File: config.mk
export PLATFORM = sky130hd
export DESIGN_NAME = full_status_responder_flat
export DESIGN_NICKNAME = d
export VERILOG_FILES = /design/src/full_status_pkg.sv /design/src/lin_frame_if.sv /design/src/full_status_responder.sv /design/src/flat_wrapper.sv
export SDC_FILE = /design/constraint.sdc
export NUM_CORES = 1
export LEC_CHECK = 0
export ABC_AREA = 1
export BUFFER_PORTS_ARGS = -buffer_cell sky130_fd_sc_hd__buf_4
export CAP_MARGIN = 20
export CORE_ASPECT_RATIO = 1.4
export CORE_MARGIN = 1.5
export CORE_UTILIZATION = 25
export DETAILED_ROUTE_END_ITERATION = 7
export GPL_TIMING_DRIVEN = 0
export PLACE_DENSITY = 0.4
export RECOVER_POWER = 100
export SYNTH_ARGS = -nofsm -noshare
export SYNTH_HDL_FRONTEND = slang
export SYNTH_SLANG_ARGS = --single-unit
File: constraint.sdc
create_clock -name clk -period 7.1 [get_ports clk]
set_input_delay 0.355 -clock clk [delete_from_list [all_inputs] [get_ports clk]]
set_output_delay 0.355 -clock clk [all_outputs]
set_load 0.05 [all_outputs]
File: src/full_status_pkg.sv
// constants, encodings and helpers shared by both ends of the status link
// assumes one clock domain and byte-level frame transfer between the ends
// Summary of operation
// - one query returns the full device status
// - serving query pulses clear of latched fault flags
// - master opens query with short or long frame
// - two responses under indirect identifier follow
// - master may stop after first response
// - short form is followed by reading header
// - long form is followed by reading header
// - short frame: direct id, command, address
// - long frame: diagnostic id, app command, filler
// - first response: address, currents, velocities, motion
// - first response: fault, motion, link error bytes
// - second response: actual, target, secure positions
// - short frame identifier carries parity bits
package full_status_pkg;
  localparam logic [7:0] ID_DIAG      = 8'h3C; // long preparing frame
  localparam logic [7:0] ID_INDIRECT  = 8'h7D; // both responses
  localparam logic [7:0] APP_CMD      = 8'h80;
  localparam logic [6:0] CMD_FULL     = 7'h01;
  localparam logic [7:0] FILL_BYTE    = 8'hFF;
  localparam logic       TOP_ONE      = 1'b1;
  localparam logic [3:0] SHORT_LEN    = 4'h2;  // data bytes, short form
  localparam logic [3:0] LONG_LEN     = 4'h8;  // data bytes, long form
  localparam logic [3:0] RESP_LEN     = 4'h8;  // data bytes per response
  // host register byte offsets
  localparam logic [7:0] OFS_CTRL     = 8'h00;
  localparam logic [7:0] OFS_TARGET   = 8'h04;
  localparam logic [7:0] OFS_STATUS   = 8'h08;
  localparam logic [7:0] OFS_INT_STAT = 8'h0C;
  localparam logic [7:0] OFS_INT_MASK = 8'h10;
  localparam logic [7:0] OFS_R1_LO    = 8'h14;
  localparam logic [7:0] OFS_R1_HI    = 8'h18;
  localparam logic [7:0] OFS_R2_LO    = 8'h1C;
  localparam logic [7:0] OFS_R2_HI    = 8'h20;
  localparam int         CTRL_START   = 0;
  localparam int         CTRL_LONG    = 1;
  localparam int         CTRL_SECOND  = 2;
  localparam int         EV_DONE      = 0;
  localparam int         EV_CKS_ERR   = 1;
  localparam int         EV_NO_RESP   = 2;
  localparam int         EV_W         = 3;

  // protected identifier: parity over six identifier bits
  function automatic logic [7:0] lin_pid(input logic [5:0] id);
    logic p0;
    logic p1;
    p0 = id[0] ^ id[1] ^ id[2] ^ id[4];
    p1 = ~(id[1] ^ id[3] ^ id[4] ^ id[5]);
    return {p1, p0, id};
  endfunction

  // classic sum with end-around carry; transmit its inverse
  function automatic logic [7:0] cks_add(input logic [7:0] s,
                                         input logic [7:0] b);
    logic [8:0] t;
    t = {1'b0, s} + {1'b0, b};
    return t[7:0] + {7'h00, t[8]};
  endfunction
endpackage

File: src/lin_frame_if.sv
// byte-level frame carrier between bus master and status responder
// assumes both ends on the same clock; the bench provides clk
`timescale 1ns/1ps
interface lin_frame_if;
  logic       hdr_valid; // one-cycle header pulse
  logic [7:0] hdr_id;    // protected identifier
  logic       m_valid;   // master data byte strobe
  logic [7:0] m_data;
  logic       s_valid;   // responder data byte strobe
  logic [7:0] s_data;
  modport master (output hdr_valid, hdr_id, m_valid, m_data,
                  input  s_valid, s_data);
  modport slave  (input  hdr_valid, hdr_id, m_valid, m_data,
                  output s_valid, s_data);
endinterface

File: src/full_status_responder.sv
// device end: decodes full status preparing frames and answers polls
// assumes master never overlaps headers and data bytes in one cycle
`timescale 1ns/1ps
module full_status_responder
  import full_status_pkg::*;
(
  // clock and reset
  input  wire logic        clk,
  input  wire logic        reset_n,
  // link
  lin_frame_if.slave       link,
  // node identity
  input  wire logic [6:0]  node_address,
  input  wire logic [4:0]  direct_id,
  // motion parameters
  input  wire logic [3:0]  run_current,
  input  wire logic [3:0]  hold_current,
  input  wire logic [3:0]  max_velocity,
  input  wire logic [3:0]  min_velocity,
  input  wire logic        accel_shape,
  input  wire logic [1:0]  step_resolution,
  input  wire logic        shaft,
  input  wire logic [3:0]  acceleration,
  // latched faults and state
  input  wire logic        supply_reset_flag,
  input  wire logic        step_loss_flag,
  input  wire logic        electrical_defect_flag,
  input  wire logic        undervoltage_flag,
  input  wire logic        thermal_shutdown_flag,
  input  wire logic        thermal_warning_flag,
  input  wire logic [1:0]  temp_info,
  input  wire logic [2:0]  motion_state,
  input  wire logic        external_switch,
  input  wire logic        overcurrent_coil_x,
  input  wire logic        overcurrent_coil_y,
  input  wire logic        charge_pump_fail,
  input  wire logic        timeout_error,
  input  wire logic        data_error,
  input  wire logic        header_error,
  input  wire logic        bit_error,
  // positions
  input  wire logic [15:0] actual_position,
  input  wire logic [15:0] target_position,
  input  wire logic [10:0] secure_position,
  // status to the core
  output      logic        flag_clear,
  output      logic        query_pending
);
  typedef enum logic [1:0] {ST_IDLE, ST_RX, ST_TX} state_t;
  typedef enum logic [1:0] {STG_NONE, STG_FIRST, STG_SECOND} stage_t;

  state_t     state_q;
  stage_t     stage_q;
  logic       long_q;
  logic [3:0] cnt_q;
  logic [7:0] sum_q;
  logic [7:0] rx_q [0:7];
  logic [7:0] tx_q [0:7];
  logic       s_valid_q;
  logic [7:0] s_data_q;
  logic       clear_q;
  logic [3:0] rx_len;
  logic       hdr_short;
  logic       hdr_long;
  logic       hdr_poll;
  logic       body_ok;
  logic       rx_end;
  logic       tx_end;

  // header classification
  assign hdr_short = link.hdr_valid &&
                     (link.hdr_id == lin_pid({1'b0, direct_id}));
  assign hdr_long  = link.hdr_valid && (link.hdr_id == ID_DIAG);
  assign hdr_poll  = link.hdr_valid && (link.hdr_id == ID_INDIRECT) &&
                     (stage_q != STG_NONE);
  assign rx_len    = long_q ? LONG_LEN : SHORT_LEN;
  assign rx_end    = (state_q == ST_RX) && link.m_valid &&
                     (cnt_q == rx_len);
  assign tx_end    = (state_q == ST_TX) && (cnt_q == RESP_LEN);

  // frame body check for the two preparing forms
  always_comb begin
    body_ok = 1'b1;
    if (long_q) begin
      body_ok = (rx_q[0] == APP_CMD) &&
                (rx_q[1] == {TOP_ONE, CMD_FULL}) &&
                (rx_q[2] == {TOP_ONE, node_address});
      for (int i = 3; i < 8; i++) begin
        if (rx_q[i] != FILL_BYTE) begin
          body_ok = 1'b0;
        end
      end
    end else begin
      body_ok = (rx_q[0] == {TOP_ONE, CMD_FULL}) &&
                (rx_q[1] == {TOP_ONE, node_address});
    end
  end

  // frame sequencer; a new header always aborts the frame in progress
  always_ff @(posedge clk) begin
    if (!reset_n) begin
      state_q <= ST_IDLE;
      long_q  <= 1'b0;
      cnt_q   <= 4'h0;
      sum_q   <= 8'h00;
    end else if (hdr_short || hdr_long) begin
      state_q <= ST_RX;
      long_q  <= hdr_long;
      cnt_q   <= 4'h0;
      sum_q   <= 8'h00;
    end else if (hdr_poll) begin
      state_q <= ST_TX;
      cnt_q   <= 4'h0;
      sum_q   <= 8'h00;
    end else if (link.hdr_valid || rx_end || tx_end) begin
      state_q <= ST_IDLE;
    end else if (state_q == ST_RX && link.m_valid) begin
      cnt_q <= cnt_q + 4'h1;
      sum_q <= cks_add(sum_q, link.m_data);
    end else if (state_q == ST_TX) begin
      cnt_q <= cnt_q + 4'h1;
      sum_q <= cks_add(sum_q, tx_q[cnt_q[2:0]]);
    end
  end

  // receive byte store
  always_ff @(posedge clk) begin
    if (!reset_n) begin
      for (int i = 0; i < 8; i++) begin
        rx_q[i] <= 8'h00;
      end
    end else if (state_q == ST_RX && link.m_valid && cnt_q < rx_len) begin
      rx_q[cnt_q[2:0]] <= link.m_data;
    end
  end

  // query progress; mismatching frames leave it untouched
  always_ff @(posedge clk) begin
    if (!reset_n) begin
      stage_q <= STG_NONE;
    end else if (rx_end && body_ok && (~sum_q == link.m_data)) begin
      stage_q <= STG_FIRST;
    end else if (tx_end) begin
      // ending after the first answer is legal; second stays armed
      stage_q <= (stage_q == STG_FIRST) ? STG_SECOND : STG_NONE;
    end
  end

  // response image, frozen at the poll header so bytes are coherent
  always_ff @(posedge clk) begin
    if (!reset_n) begin
      for (int i = 0; i < 8; i++) begin
        tx_q[i] <= 8'h00;
      end
    end else if (hdr_poll && stage_q == STG_FIRST) begin
      tx_q[0] <= {TOP_ONE, node_address};
      tx_q[1] <= {run_current, hold_current};
      tx_q[2] <= {max_velocity, min_velocity};
      tx_q[3] <= {accel_shape, step_resolution, shaft, acceleration};
      tx_q[4] <= {supply_reset_flag, step_loss_flag,
                  electrical_defect_flag, undervoltage_flag,
                  thermal_shutdown_flag, thermal_warning_flag,
                  temp_info};
      tx_q[5] <= {motion_state, external_switch, overcurrent_coil_x,
                  overcurrent_coil_y, TOP_ONE, charge_pump_fail};
      tx_q[6] <= {4'hF, timeout_error, data_error, header_error,
                  bit_error};
      tx_q[7] <= FILL_BYTE;
    end else if (hdr_poll) begin
      tx_q[0] <= {TOP_ONE, node_address};
      tx_q[1] <= actual_position[15:8];
      tx_q[2] <= actual_position[7:0];
      tx_q[3] <= target_position[15:8];
      tx_q[4] <= target_position[7:0];
      tx_q[5] <= secure_position[7:0];
      tx_q[6] <= {5'h1F, secure_position[10:8]};
      tx_q[7] <= FILL_BYTE;
    end
  end

  // registered byte output; checksum is the last byte
  always_ff @(posedge clk) begin
    if (!reset_n) begin
      s_valid_q <= 1'b0;
      s_data_q  <= 8'h00;
    end else if (state_q == ST_TX && !link.hdr_valid) begin
      s_valid_q <= 1'b1;
      s_data_q  <= (cnt_q == RESP_LEN) ? ~sum_q
                                       : tx_q[cnt_q[2:0]];
    end else begin
      s_valid_q <= 1'b0;
    end
  end

  // fault clear once the flag response has gone out
  always_ff @(posedge clk) begin
    if (!reset_n) begin
      clear_q <= 1'b0;
    end else begin
      clear_q <= tx_end && (stage_q == STG_FIRST);
    end
  end

  assign link.s_valid  = s_valid_q;
  assign link.s_data   = s_data_q;
  assign flag_clear    = clear_q;
  assign query_pending = (stage_q != STG_NONE);
endmodule

File: src/flat_wrapper.sv
// flat-port wrapper written by rule: the top's interface ports become plain ports
module full_status_responder_flat import full_status_pkg::*;
  (clk, reset_n, node_address, direct_id, run_current, hold_current, max_velocity, min_velocity, accel_shape, step_resolution, shaft, acceleration, supply_reset_flag, step_loss_flag, electrical_defect_flag, undervoltage_flag, thermal_shutdown_flag, thermal_warning_flag, temp_info, motion_state, external_switch, overcurrent_coil_x, overcurrent_coil_y, charge_pump_fail, timeout_error, data_error, header_error, bit_error, actual_position, target_position, secure_position, flag_clear, query_pending, link_hdr_valid, link_hdr_id, link_m_valid, link_m_data, link_s_valid, link_s_data);
  lin_frame_if link_i ();
  input  wire logic clk;
  input  wire logic reset_n;
  input  wire logic [6:0] node_address;
  input  wire logic [4:0] direct_id;
  input  wire logic [3:0] run_current;
  input  wire logic [3:0] hold_current;
  input  wire logic [3:0] max_velocity;
  input  wire logic [3:0] min_velocity;
  input  wire logic accel_shape;
  input  wire logic [1:0] step_resolution;
  input  wire logic shaft;
  input  wire logic [3:0] acceleration;
  input  wire logic supply_reset_flag;
  input  wire logic step_loss_flag;
  input  wire logic electrical_defect_flag;
  input  wire logic undervoltage_flag;
  input  wire logic thermal_shutdown_flag;
  input  wire logic thermal_warning_flag;
  input  wire logic [1:0] temp_info;
  input  wire logic [2:0] motion_state;
  input  wire logic external_switch;
  input  wire logic overcurrent_coil_x;
  input  wire logic overcurrent_coil_y;
  input  wire logic charge_pump_fail;
  input  wire logic timeout_error;
  input  wire logic data_error;
  input  wire logic header_error;
  input  wire logic bit_error;
  input  wire logic [15:0] actual_position;
  input  wire logic [15:0] target_position;
  input  wire logic [10:0] secure_position;
  output      logic flag_clear;
  output      logic query_pending;
  input wire logic [$bits(link_i.hdr_valid)-1:0] link_hdr_valid;
  input wire logic [$bits(link_i.hdr_id)-1:0] link_hdr_id;
  input wire logic [$bits(link_i.m_valid)-1:0] link_m_valid;
  input wire logic [$bits(link_i.m_data)-1:0] link_m_data;
  output wire logic [$bits(link_i.s_valid)-1:0] link_s_valid;
  output wire logic [$bits(link_i.s_data)-1:0] link_s_data;
  assign link_i.hdr_valid = link_hdr_valid;
  assign link_i.hdr_id = link_hdr_id;
  assign link_i.m_valid = link_m_valid;
  assign link_i.m_data = link_m_data;
  assign link_s_valid = link_i.s_valid;
  assign link_s_data = link_i.s_data;
  full_status_responder u_core (.clk(clk), .reset_n(reset_n), .link(link_i), .node_address(node_address), .direct_id(direct_id), .run_current(run_current), .hold_current(hold_current), .max_velocity(max_velocity), .min_velocity(min_velocity), .accel_shape(accel_shape), .step_resolution(step_resolution), .shaft(shaft), .acceleration(acceleration), .supply_reset_flag(supply_reset_flag), .step_loss_flag(step_loss_flag), .electrical_defect_flag(electrical_defect_flag), .undervoltage_flag(undervoltage_flag), .thermal_shutdown_flag(thermal_shutdown_flag), .thermal_warning_flag(thermal_warning_flag), .temp_info(temp_info), .motion_state(motion_state), .external_switch(external_switch), .overcurrent_coil_x(overcurrent_coil_x), .overcurrent_coil_y(overcurrent_coil_y), .charge_pump_fail(charge_pump_fail), .timeout_error(timeout_error), .data_error(data_error), .header_error(header_error), .bit_error(bit_error), .actual_position(actual_position), .target_position(target_position), .secure_position(secure_position), .flag_clear(flag_clear), .query_pending(query_pending));
endmodule
# Yosys cells after proc, flatten, opt, wreduce, memory -nomap -nowiden
# Memory sizes are Yosys's and may differ from the RTL's. A register that Yosys moved wholly into a read port is not among the register bits.
# Index checks and enable logic that the tools add are counted.
# totals
regBits	27
ramBits	128
in_bits	118
out_inout_bits	11
wordCells	143
memories	2
# classes
addsub	5
order_cmp	1
n_eq_ne	19
muxes	51
n_bitwise	25
n_reduce_logical	30
# mem_list
name	words	word_bits	rd	rd_clocked_by_memory_dff	wr	line	source
u_core.rx_q	8	8	8	0	8	full_status_responder.sv:57	logic [7:0] rx_q [0:7];
u_core.tx_q	8	8	1	1	8	full_status_responder.sv:58	logic [7:0] tx_q [0:7];
# ops
operator	count
$mux W8	20
$ne A8 B8 Y1 const B	5
$eq A8 B8 Y1	4
$eq A8 B8 Y1 const B	3
$mux W1	22
$add A8 B8 Y9	2
$add A8 B1 Y8	2
$logic_and A1 B1 Y1	16
$or A1 B1 Y1	16
$mux W4	3
$mux W3	3
$eq A8 B6 Y1 const B	1
$eq A8 B7 Y1 const B	1
$not A8 Y8	1
$reduce_bool A2 Y1	4
$reduce_or A8 Y1	1
$mux W2	3
$xor A1 B1 Y1	5
$add A4 B1 Y4 const B	1
$eq A2 B1 Y1 const B	2
$eq A4 B4 Y1	1
$eq A4 B4 Y1 const B	1
$lt A4 B4 Y1	1
$reduce_or A2 Y1	2
other kinds (7)	11

# Logic depth before layout (Yosys ltp)
# Gate-level depths: netlist of the first run.
# An unclocked memory read counts as a cell.
# logic_depth
ltp_word	13
ltp_mapped	25
ltp_nobuf	23

# Least setup slack after synthesis of the first run
# Ideal clock, no wire load.
# synth_timing
path_type	reg-to-reg
from	register (tool-made name)
to	register u_core.sum_q[6]
setup_time_ns	0.109
arrival_ns	3.072
required_time_ns	6.991
slack_ns	3.919
stages_incl_launch_ff	24
n_path_buf	2
period_less_slack_ns	3.181
path_cell_list	dfxtp_1 -> buf_2 -> clkinv_1 -> buf_4 -> o21ai_0 -> o22ai_1 -> a21o_1 -> ha_1 -> fa_1 -> nand3_1 -> nand3_1 -> a21oi_1 -> o21bai_1 -> ha_1 -> nand2_1 -> nor2_1 -> nand3_1 -> nor2_1 -> nand2_1 -> nand2_1 -> nand3_1 -> nand3_1 -> nand2_1 -> inv_1
# synth_lines
item	line	source
to (signal assigned)	full_status_responder.sv:119	sum_q <= cks_add(sum_q, link.m_data);
to (signal assigned)	full_status_responder.sv:122	sum_q <= cks_add(sum_q, tx_q[cnt_q[2:0]]);
to (decl)	full_status_responder.sv:56	logic [7:0] sum_q;

==> run_results.csv, run 1 <==
group,metric,value,unit
yosys,synth_edf_count,116,
timing,max_slew_margin,-45.33,%
power_and_ir_drop,power_density,205.4,nW/µm²
critical_path,critPathArrivalTime,4730,ps
status,violations,"max-capacitance violations, max-slew violations",
cts,ctsRootBufferMaster,"clkbuf_16",
timing,finalCriticalPeriod,4669,ps
drt,drcViolationCount,0,
critical_path,reg2reg_from,"u_core.stage_q[1]$_SDFFE_PP0P_",
yosys,synthSimpleGateAreaFrac,28.58,%
timing,whs,183.9,ps
hold_path,hold_path_depth,3,
yosys,muxShareOfSynthArea,0,%
cts,cts_resized,0,
cells_and_area,area_growth,23.75,%
grt,grt-busiest-layer,"met2",
flow_run,maxCapViolCount,1,
drt,drtIter0Drc,355,
timing,grt_setup_unrepaired,"no",
die,start_util,25.34,%
drt,wl_per_cell,16.63,µm
die,design.die.area,33850,µm²
cts,cts_made_buffers,17,
die,core,32300,µm²
grt,met2_usage,30.16,%
grt,use_met1,17.13,%
critical_path,cp-start-kind,"flop",
grt,globalRouteMet3Util,2.808,%
cts,cts_setup_buffers,0,
cells_and_area,layout_commonest_cell,"nand2_1",
yosys,synth_xor_area_share,1.605,%
critical_path,path_max_fanout,29,
yosys,synth_compound_area_share,8.759,%
timing,finalSetupViolations,0,
cells_and_area,final_cell_count_no_fill,1556,
cts,cts_tree,"yes",
die,die_width,155.9,µm
timing,clock.fmax,214.2,MHz
yosys,synthDistinctLibCells,47,
yosys,synth_cells,954,
cells_and_area,drive_gt1_share,15.16,%
grt,grt_max_degree,30,
grt,grt_pass1_wl,39850,µm
hold_path,hp-start,"data_error",
grt,antenna_found_initial,1,
critical_path,rr_worst_depth,6,
place,io_buffers,128,
critical_path,required,7160,ps
timing,fin_skew,11.69,ps
drt,drt-pass1-iter-count,5,
die,io_pins,129,
cells_and_area,final_net_count,1246,
yosys,yosysWarningCount,0,
cts,htree_levels,4,
power_and_ir_drop,fin_total_pwr,0.002081,W
yosys,synth_top_family_by_area,"simple AND/OR/NAND/NOR gates",
critical_path,end_kind,"flop",
critical_path,crit_start,"u_core.stage_q[1]$_SDFFE_PP0P_",
drt,drtAntennaViolNets,0,
hold_path,hp-class,"primary input to flop",
grt,grt_usage,15.99,%
place,dpl.hpwl,20660,µm
cts,clk_pin_slew,70,ps
drt,vias,6867,
timing,tightest_slew,2180,ps
power_and_ir_drop,leakagePower,4.387,nW
place,dp_cells,1523,
timing,timing.final.crit_share,65.76,%
die,core.rowCount,78,
drt,drt-total-wl,25880,µm
cells_and_area,mostFrequentLayoutCells,"nand2_1 (194), nor2_1 (160), nand3_1 (123)",
yosys,dominantRegCellSynth,"edfxtp_1",
status,status,"finished with violations",
cts,cts_buffer_depth,2,
grt,grt_overflow,0,
cts,cts-hold-fix-buffers,0,
place,gp_congestion,0.8199,
yosys,yosys.area_share.adder,4.158,%
power_and_ir_drop,max-vdd-ir-drop,0.0001657,V
drt,vias_per_cell,4.413,
timing,slew_viol_final,30,
yosys,async_flop_share,0,%
cts,clk_latency,450,ps
yosys,avgSynthCellArea,8.580,µm²
grt,grt_pass1_vias,7125,
yosys,yosysSeqAreaShare,50.14,%
yosys,ys_seq_elements,147,
critical_path,worstSetupPathType,"flop to flop",
timing,setup_tns,0,ps
cells_and_area,nFillCells,3469,
timing,hold_viol,0,
die,die_h,217.1,µm
yosys,netlist_area,8185,µm²
yosys,syn_nets,1098,
cts,clock-sinks,147,
-- flip-flops by register name (all words and copies together), names as in the netlist, named ones only --
signal / cells
u_core.tx_q: 53
u_core.link.s_valid: 1
u_core.cnt_q: 4
u_core.rx_q: 64
u_core.link.s_data: 8
u_core.long_q: 1
u_core.state_q: 2
u_core.flag_clear: 1
u_core.sum_q: 8
u_core.stage_q: 2
-- cell type report --
class,count,area (µm²),area share [%]
Clock buffer,18,429.2,4.237
Timing Repair Buffer,129,915.9,9.042
Sequential cell,147,4104,40.51
Inverter,88,330.3,3.261
Tap cell,440,550.5,5.435
Buffer,32,165.2,1.630
Antenna cell,1,2.502,0.02470
Multi-Input combinational cell,687,3433,33.89
Clock inverter,14,198.9,1.964
-- cells in the mapped netlist (13+ instances only) --
library cell / count / share of area, %
nor2_1: 157 / 7.2
inv_1: 78 / 3.6
nand4_1: 19 / 1.5
nand2_1: 185 / 8.5
nand3_1: 122 / 7.5
dfxtp_1: 31 / 7.6
ha_1: 24 / 3.7
edfxtp_1: 116 / 43
a21oi_1: 47 / 2.9
o21ai_0: 40 / 2.4
clkbuf_1: 13 / 0.60
-- metrics by stage --
step                instance area [µm²]  worst slack (ps)  util, %
CTS                               10340              2957    32.02
global placement                   9697              3001    30.02
detailed placement                 9717              2964    30.08
global route                      10130              1973    31.35
floorplan                          8185              3919        -
finish                            10130              2431    31.36
-- final timing paths --
kind	to	slack, ps
setup / recovery	u_core.tx_q[5][1]$_DFFE_PP_	2430
hold / removal	u_core.tx_q[6][2]$_DFFE_PP_	180
setup reg to reg	u_core.tx_q[5][1]$_DFFE_PP_	2430
hold reg to reg	u_core.tx_q[0][7]$_SDFFE_PP1N_	470
-- power breakdown --
part           switching, W  internal, W  leakage, nW  total (W)
sequential       0.00000894     0.000951         1.43   0.000960
combinational     0.0000748    0.0000618         2.66   0.000137
clock              0.000391     0.000593        0.296   0.000984
total              0.000475      0.00161         4.39    0.00208
-- kinds of logic after synthesis --
logic type | Yosys count
flip-flops | 147
buffers and inverters | 120
XOR/XNOR | 15
AND/OR/NAND/NOR | 524
AO/OA/AOI/OAI | 122
adder cells (fa/ha/maj) | 26
-- worst max-delay path, cell delays in order (launching register included) --
cell      delay, ps
dfxtp_1         350
inv_1            50
nand2_1         160
nand2_2          60
nor4_1          900
or2_0          1670
clkbuf_1       1070
-- routing by layer --
layer  wire length, µm  share of wire (%)
met5                 0                  0
met4               699                2.7
met3               963                3.7
met2             13870                 54
met1             10350                 40
No activity file was read; power rests on OpenSTA's default activity.
==> inputs of run 2 (changes only) <==
--- a/config.mk
+++ b/config.mk
@@ -13,7 +13,7 @@
 export CORE_UTILIZATION = 25
 export DETAILED_ROUTE_END_ITERATION = 7
 export GPL_TIMING_DRIVEN = 0
-export PLACE_DENSITY = 0.4
+export PLACE_DENSITY = 0.41
 export RECOVER_POWER = 100
 export SYNTH_ARGS = -nofsm -noshare
 export SYNTH_HDL_FRONTEND = slang
==> constraint.sdc (replaced) <==
create_clock -name clk -period 3.75 [get_ports clk]
set_input_delay 0.1875 -clock clk [delete_from_list [all_inputs] [get_ports clk]]
set_output_delay 0.1875 -clock clk [all_outputs]
set_load 0.05 [all_outputs]
==> run_results.csv, run 2 (synthesized netlist as in run 1, its figures left out) <==
group,metric,value,unit
timing,setup_tns,0,ps
status,status,"completed",
timing,finalSetupViolations,0,
cells_and_area,regMostFlops,"u_core.rx_q",
cts,cts_tree,"yes",
cts,cts-hold-fix-buffers,0,
drt,vias_per_cell,4.416,
die,io_pins,129,
cells_and_area,nFillCells,3428,
cts,clk_latency,420,ps
timing,fin_skew,9.866,ps
drt,drtIter0Drc,291,
timing,slew_viol_final,0,
timing,max_slew_margin,10.06,%
cts,htree_levels,4,
critical_path,path_cells,"buf_4, clkinv_4, buf_4, o21ai_1, o22ai_2, a21o_1, ha_2, fa_2, nand3_1, nand3_1, a21oi_2, o21bai_2, ha_1, nand2_1, nor2_1, nand3_1, nor2_1, nand3_1, nand2_1, nand3_1, nand3_1, nand2_1, inv_1",
cts,cts_buffer_depth,2,
place,dpl.hpwl,20400,µm
cells_and_area,largest_register_ffs,64,
cts,clock-sinks,147,
power_and_ir_drop,fin_total_pwr,0.003809,W
grt,grt_usage,15.38,%
critical_path,path_max_fanout,10,
timing,tightest_slew,1349,ps
cts,cts_made_buffers,17,
cells_and_area,fin_util,31.80,%
hold_path,hp-class,"primary input to flop",
critical_path,crit_buf_inv,4,
critical_path,required,4070,ps
power_and_ir_drop,leakagePower,4.409,nW
place,dp_cells,1523,
drt,drt-total-wl,25370,µm
grt,grt_max_degree,35,
cells_and_area,regArea,4104,µm²
die,die_width,155.9,µm
cells_and_area,area_growth,25.48,%
critical_path,end_kind,"flop",
drt,drt-pass1-iter-count,4,
cells_and_area,layout_commonest_cell,"nand2_1",
die,core,32300,µm²
drt,vias,6872,
power_and_ir_drop,max-vdd-ir-drop,0.0002699,V
die,core.rowCount,78,
cells_and_area,n_antenna_cell,0,
die,design.die.area,33850,µm²
grt,antenna_found_initial,0,
place,gp_congestion,0.7945,
critical_path,max_stage_delay,400,ps
cts,cts_setup_buffers,0,
cells_and_area,multi_input_area,3567,µm²
cells_and_area,top_regs,"u_core.rx_q x64, u_core.tx_q x53",
drt,wl_per_cell,16.30,µm
timing,timing.final.crit_share,91.89,%
drt,drcViolationCount,0,
grt,grt_overflow,0,
drt,drtAntennaViolNets,0,
critical_path,cpLargestDelayFamily,"simple AND/OR/NAND/NOR gates",
cells_and_area,drive_gt1_share,17.56,%
cts,ctsRootBufferMaster,"clkbuf_16",
timing,hold_viol,0,
critical_path,cp_common_cell,"nand3_1",
cells_and_area,final_cell_count_no_fill,1556,
cells_and_area,mostFrequentLayoutCells,"nand2_1 (194), nor2_1 (158), nand3_1 (122)",
critical_path,worst_path_max_delay_cell,"fa_2",
place,io_buffers,128,
cts,clk_pin_slew,70,ps
die,start_util,25.34,%
critical_path,worstSetupPathType,"flop to flop",
critical_path,cp-start-kind,"flop",
critical_path,critPathArrivalTime,3770,ps
die,die_h,217.1,µm
power_and_ir_drop,power_density,370.8,nW/µm²
grt,grt_pass1_wl,39160,µm
flow_run,maxCapViolCount,0,
timing,clock.fmax,290.2,MHz
grt,grt_pass1_vias,7105,
timing,finalCriticalPeriod,3446,ps
cells_and_area,final_net_count,1247,
run 2: tightest hold or removal path: stages:
cell and delay, ps:
buf_4 80, nand2_1 40, nand2_1 50
run 2: path summary, 6_finish.rpt:
check / start / endpoint / slack (ps) / depth (start not counted)
worst min register to register: u_core.stage_q[0]$_SDFFE_PN0P_ / u_core.stage_q[0]$_SDFFE_PN0P_ / 470 / 2
worst max register to register: flop / u_core.sum_q[7]$_SDFFE_PP0P_ / 300 / 23
worst min-delay path: data_error / u_core.tx_q[6][2]$_DFFE_PP_ / 40 / 3
worst max-delay path: flop / u_core.sum_q[7]$_SDFFE_PP0P_ / 300 / 23
run 2: area by class of cell:
type	count	share of cell area (%)
timing repair inverter	1	0.04873
multi-input combinational	687	34.73
sequential	147	39.96
tap	440	5.360
clock inverter	15	1.632
inverter	88	3.301
timing repair buffer	129	8.990
clock buffer	17	4.142
buffer	32	1.839
run 2: routing by layer:
metal	up-vias	routed length (µm)	GRT usage (%)
met2	136	13680	29.42
met5	-	0	0
li1	3549	-	-
met3	21	778	2.728
met4	0	522	5.079
met1	3166	10390	16.82
run 2: repair_timing:
action,in CTS,in global routing
cloned,0,1
setup endpoints to repair,7,6
pin swaps,0,1
resized for setup,10,17
run 2: per-stage QoR:
stage	hold WS, ps	setup WS (ps)	area (µm²)
after floorplan	354.2	569.2	8185
after global placement	455.7	-343.1	9697
after detailed placement	459.1	-400.2	9717
after CTS	21.06	2.883	10340
after global routing	27.96	-3.324	10270
final	35.27	304.1	10270
run 2: power breakdown:
group	internal, W	leakage (nW)	total [W]	switching, W
sequential	0.00180	1.43	0.00182	0.0000169
clock	0.000999	0.289	0.00173	0.000728
combinational	0.000122	2.69	0.000265	0.000143
==> inputs of run 3 (changes only) <==
--- a/config.mk
+++ b/config.mk
@@ -13,7 +13,7 @@
 export CORE_UTILIZATION = 25
 export DETAILED_ROUTE_END_ITERATION = 7
 export GPL_TIMING_DRIVEN = 0
-export PLACE_DENSITY = 0.41
+export PLACE_DENSITY_LB_ADDON = 0.2
 export RECOVER_POWER = 100
 export SYNTH_ARGS = -nofsm -noshare
 export SYNTH_HDL_FRONTEND = slang
==> run_results.csv, run 3 (synthesized netlist as in run 1, its figures left out) <==
group,metric,value,unit
status,status,"completed",
power_and_ir_drop,leakagePower,4.386,nW
timing,setup_slack,287.6,ps
critical_path,cp-start-kind,"flop",
cts,cts_made_buffers,17,
hold_path,hold_path_depth,3,
drt,wl_per_cell,15.87,µm
grt,grt_pass1_wl,38450,µm
die,start_util,25.34,%
place,dpl.hpwl,19480,µm
die,core.rowCount,78,
grt,grt_overflow,0,
die,design.die.area,33850,µm²
die,die_width,155.9,µm
cts,clk_latency,430,ps
place,dp_cells,1523,
timing,fin_skew,15.69,ps
cells_and_area,area_growth,24.64,%
cells_and_area,regArea,4104,µm²
critical_path,r2r_end,"u_core.tx_q[4][3]$_DFFE_PP_",
die,die_h,217.1,µm
critical_path,path_cells,"inv_1, nand2_1, nand2_2, nor4_1, or2_0, clkbuf_4",
drt,drt-total-wl,24730,µm
grt,grt_pass1_vias,7165,
timing,setup_tns,0,ps
cells_and_area,layout_commonest_cell,"nand2_1",
place,pre_cts_ws,-198.1,ps
critical_path,r2r_setup_slack,290,ps
cts,cts-hold-fix-buffers,0,
critical_path,crit_buf_inv,2,
place,io_buffers,128,
timing,finalSetupViolations,0,
die,core,32300,µm²
hold_path,holdPathEnd,"u_core.tx_q[6][0]$_DFFE_PP_",
hold_path,hp-start,"bit_error",
cells_and_area,top_regs,"u_core.rx_q x64, u_core.tx_q x53",
cts,htree_levels,4,
cts,clk_pin_slew,70,ps
timing,hold_viol,0,
cells_and_area,regMostFlops,"u_core.rx_q",
cts,ctsRootBufferMaster,"clkbuf_16",
critical_path,cpLargestDelayFamily,"simple AND/OR/NAND/NOR gates",
timing,whs,39.65,ps
critical_path,worstSetupPathType,"flop to flop",
cts,cts_tree,"yes",
critical_path,worst_path_max_delay_cell,"nor4_1",
critical_path,reg2reg_from,"u_core.stage_q[1]$_SDFFE_PP0P_",
critical_path,max_stage_delay,890,ps
drt,drt-pass1-iter-count,5,
grt,antenna_found_initial,1,
drt,drtAntennaViolNets,0,
cells_and_area,final_net_count,1249,
hold_path,hp-class,"primary input to flop",
critical_path,required,3820,ps
cells_and_area,mostFrequentLayoutCells,"nand2_1 (194), nor2_1 (155), buf_4 (122)",
die,io_pins,129,
timing,max_slew_margin,25.69,%
drt,drcViolationCount,0,
cells_and_area,largest_register_ffs,64,
timing,tightest_slew,1105,ps
timing,clock.fmax,288.8,MHz
cells_and_area,nFillCells,3447,
critical_path,rr_worst_depth,6,
critical_path,critPathArrivalTime,3530,ps
cts,cts_buffer_depth,2,
cells_and_area,multi_input_area,3512,µm²
timing,timing.final.crit_share,92.33,%
cts,clock-sinks,147,
timing,finalCriticalPeriod,3462,ps
cells_and_area,drive_gt1_share,17.53,%
power_and_ir_drop,power_density,366.1,nW/µm²
timing,grt_setup_unrepaired,"no",
cells_and_area,final_cell_count_no_fill,1559,
drt,vias,6962,
drt,drtIter0Drc,344,
flow_run,maxCapViolCount,0,
timing,slew_viol_final,0,
grt,grt_usage,15.12,%
critical_path,end_kind,"flop",
place,gp_congestion,0.8294,
grt,grt_max_degree,39,
power_and_ir_drop,max-vdd-ir-drop,0.0003203,V
drt,vias_per_cell,4.466,
critical_path,path_max_fanout,38,
## run 3: power by group
part / leakage, nW / switching, W / internal [W]
combinational: 2.70 / 0.000142 / 0.000119
sequential: 1.43 / 0.0000169 / 0.00180
clock: 0.258 / 0.000717 / 0.000941
## run 3: through the flow
step / util [%] / power [W] / cell area [µm²]
after CTS: 31.88 / 0.003764 / 10300
after global routing: 31.57 / 0.003854 / 10200
after detailed placement: 30.08 / 0.002119 / 9717
final: 31.58 / 0.003735 / 10200
after global placement: 30.02 / 0.002116 / 9697
after floorplan: - / 0.001955 / 8185
## run 3: timing repair
item,in CTS,in global routing
pin swaps,0,6
gates resized for setup,5,21
endpoints found under the setup margin,7,7
buffers inserted,0,3
cloned,0,0
## run 3: area by class of cell
type / instances / area share [%]
clock inverters: 12 / 1.190
clock buffers: 20 / 4.378
well taps: 440 / 5.396
multi-input cells: 687 / 34.42
plain buffers: 32 / 1.803
flip-flops and latches: 147 / 40.23
inverters: 88 / 3.324
repair buffers: 132 / 9.235
diodes: 1 / 0.02453
## run 3: how the worst max path moves through the flow
| stage | start | to | slack (ps) | depth (start not counted) |
|---|---|---|---|---|
| after floorplan | flop | u_core.sum_q[6]$_SDFFE_PP0P_ | 570 | 23 |
| after global placement | flop | u_core.sum_q[4]$_SDFFE_PP0P_ | -240 | 22 |
| after detailed placement | flop | u_core.sum_q[6]$_SDFFE_PP0P_ | -200 | 23 |
| after CTS | flop | u_core.sum_q[4]$_SDFFE_PP0P_ | 0.9 | 21 |
| after global routing | flop | u_core.sum_q[4]$_SDFFE_PP0P_ | 20 | 22 |
| final | u_core.stage_q[1]$_SDFFE_PP0P_ | u_core.tx_q[4][3]$_DFFE_PP_ | 290 | 6 |
## run 3: worst register-to-register path, delay by kind of cell (launching register included)
kind	cells	cell delay [ps]
flip-flops	1	350
AND/OR/NAND/NOR	4	1990
buffers and inverters	2	720
## run 3: layer usage
layer / track usage, % / up-vias / share of wire [%]
met5: 0 / - / 0
met4: 6.794 / 0 / 3.2
met3: 2.927 / 43 / 3.5
met2: 28.61 / 162 / 54
met1: 15.96 / 3197 / 39
li1: - / 3560 / -
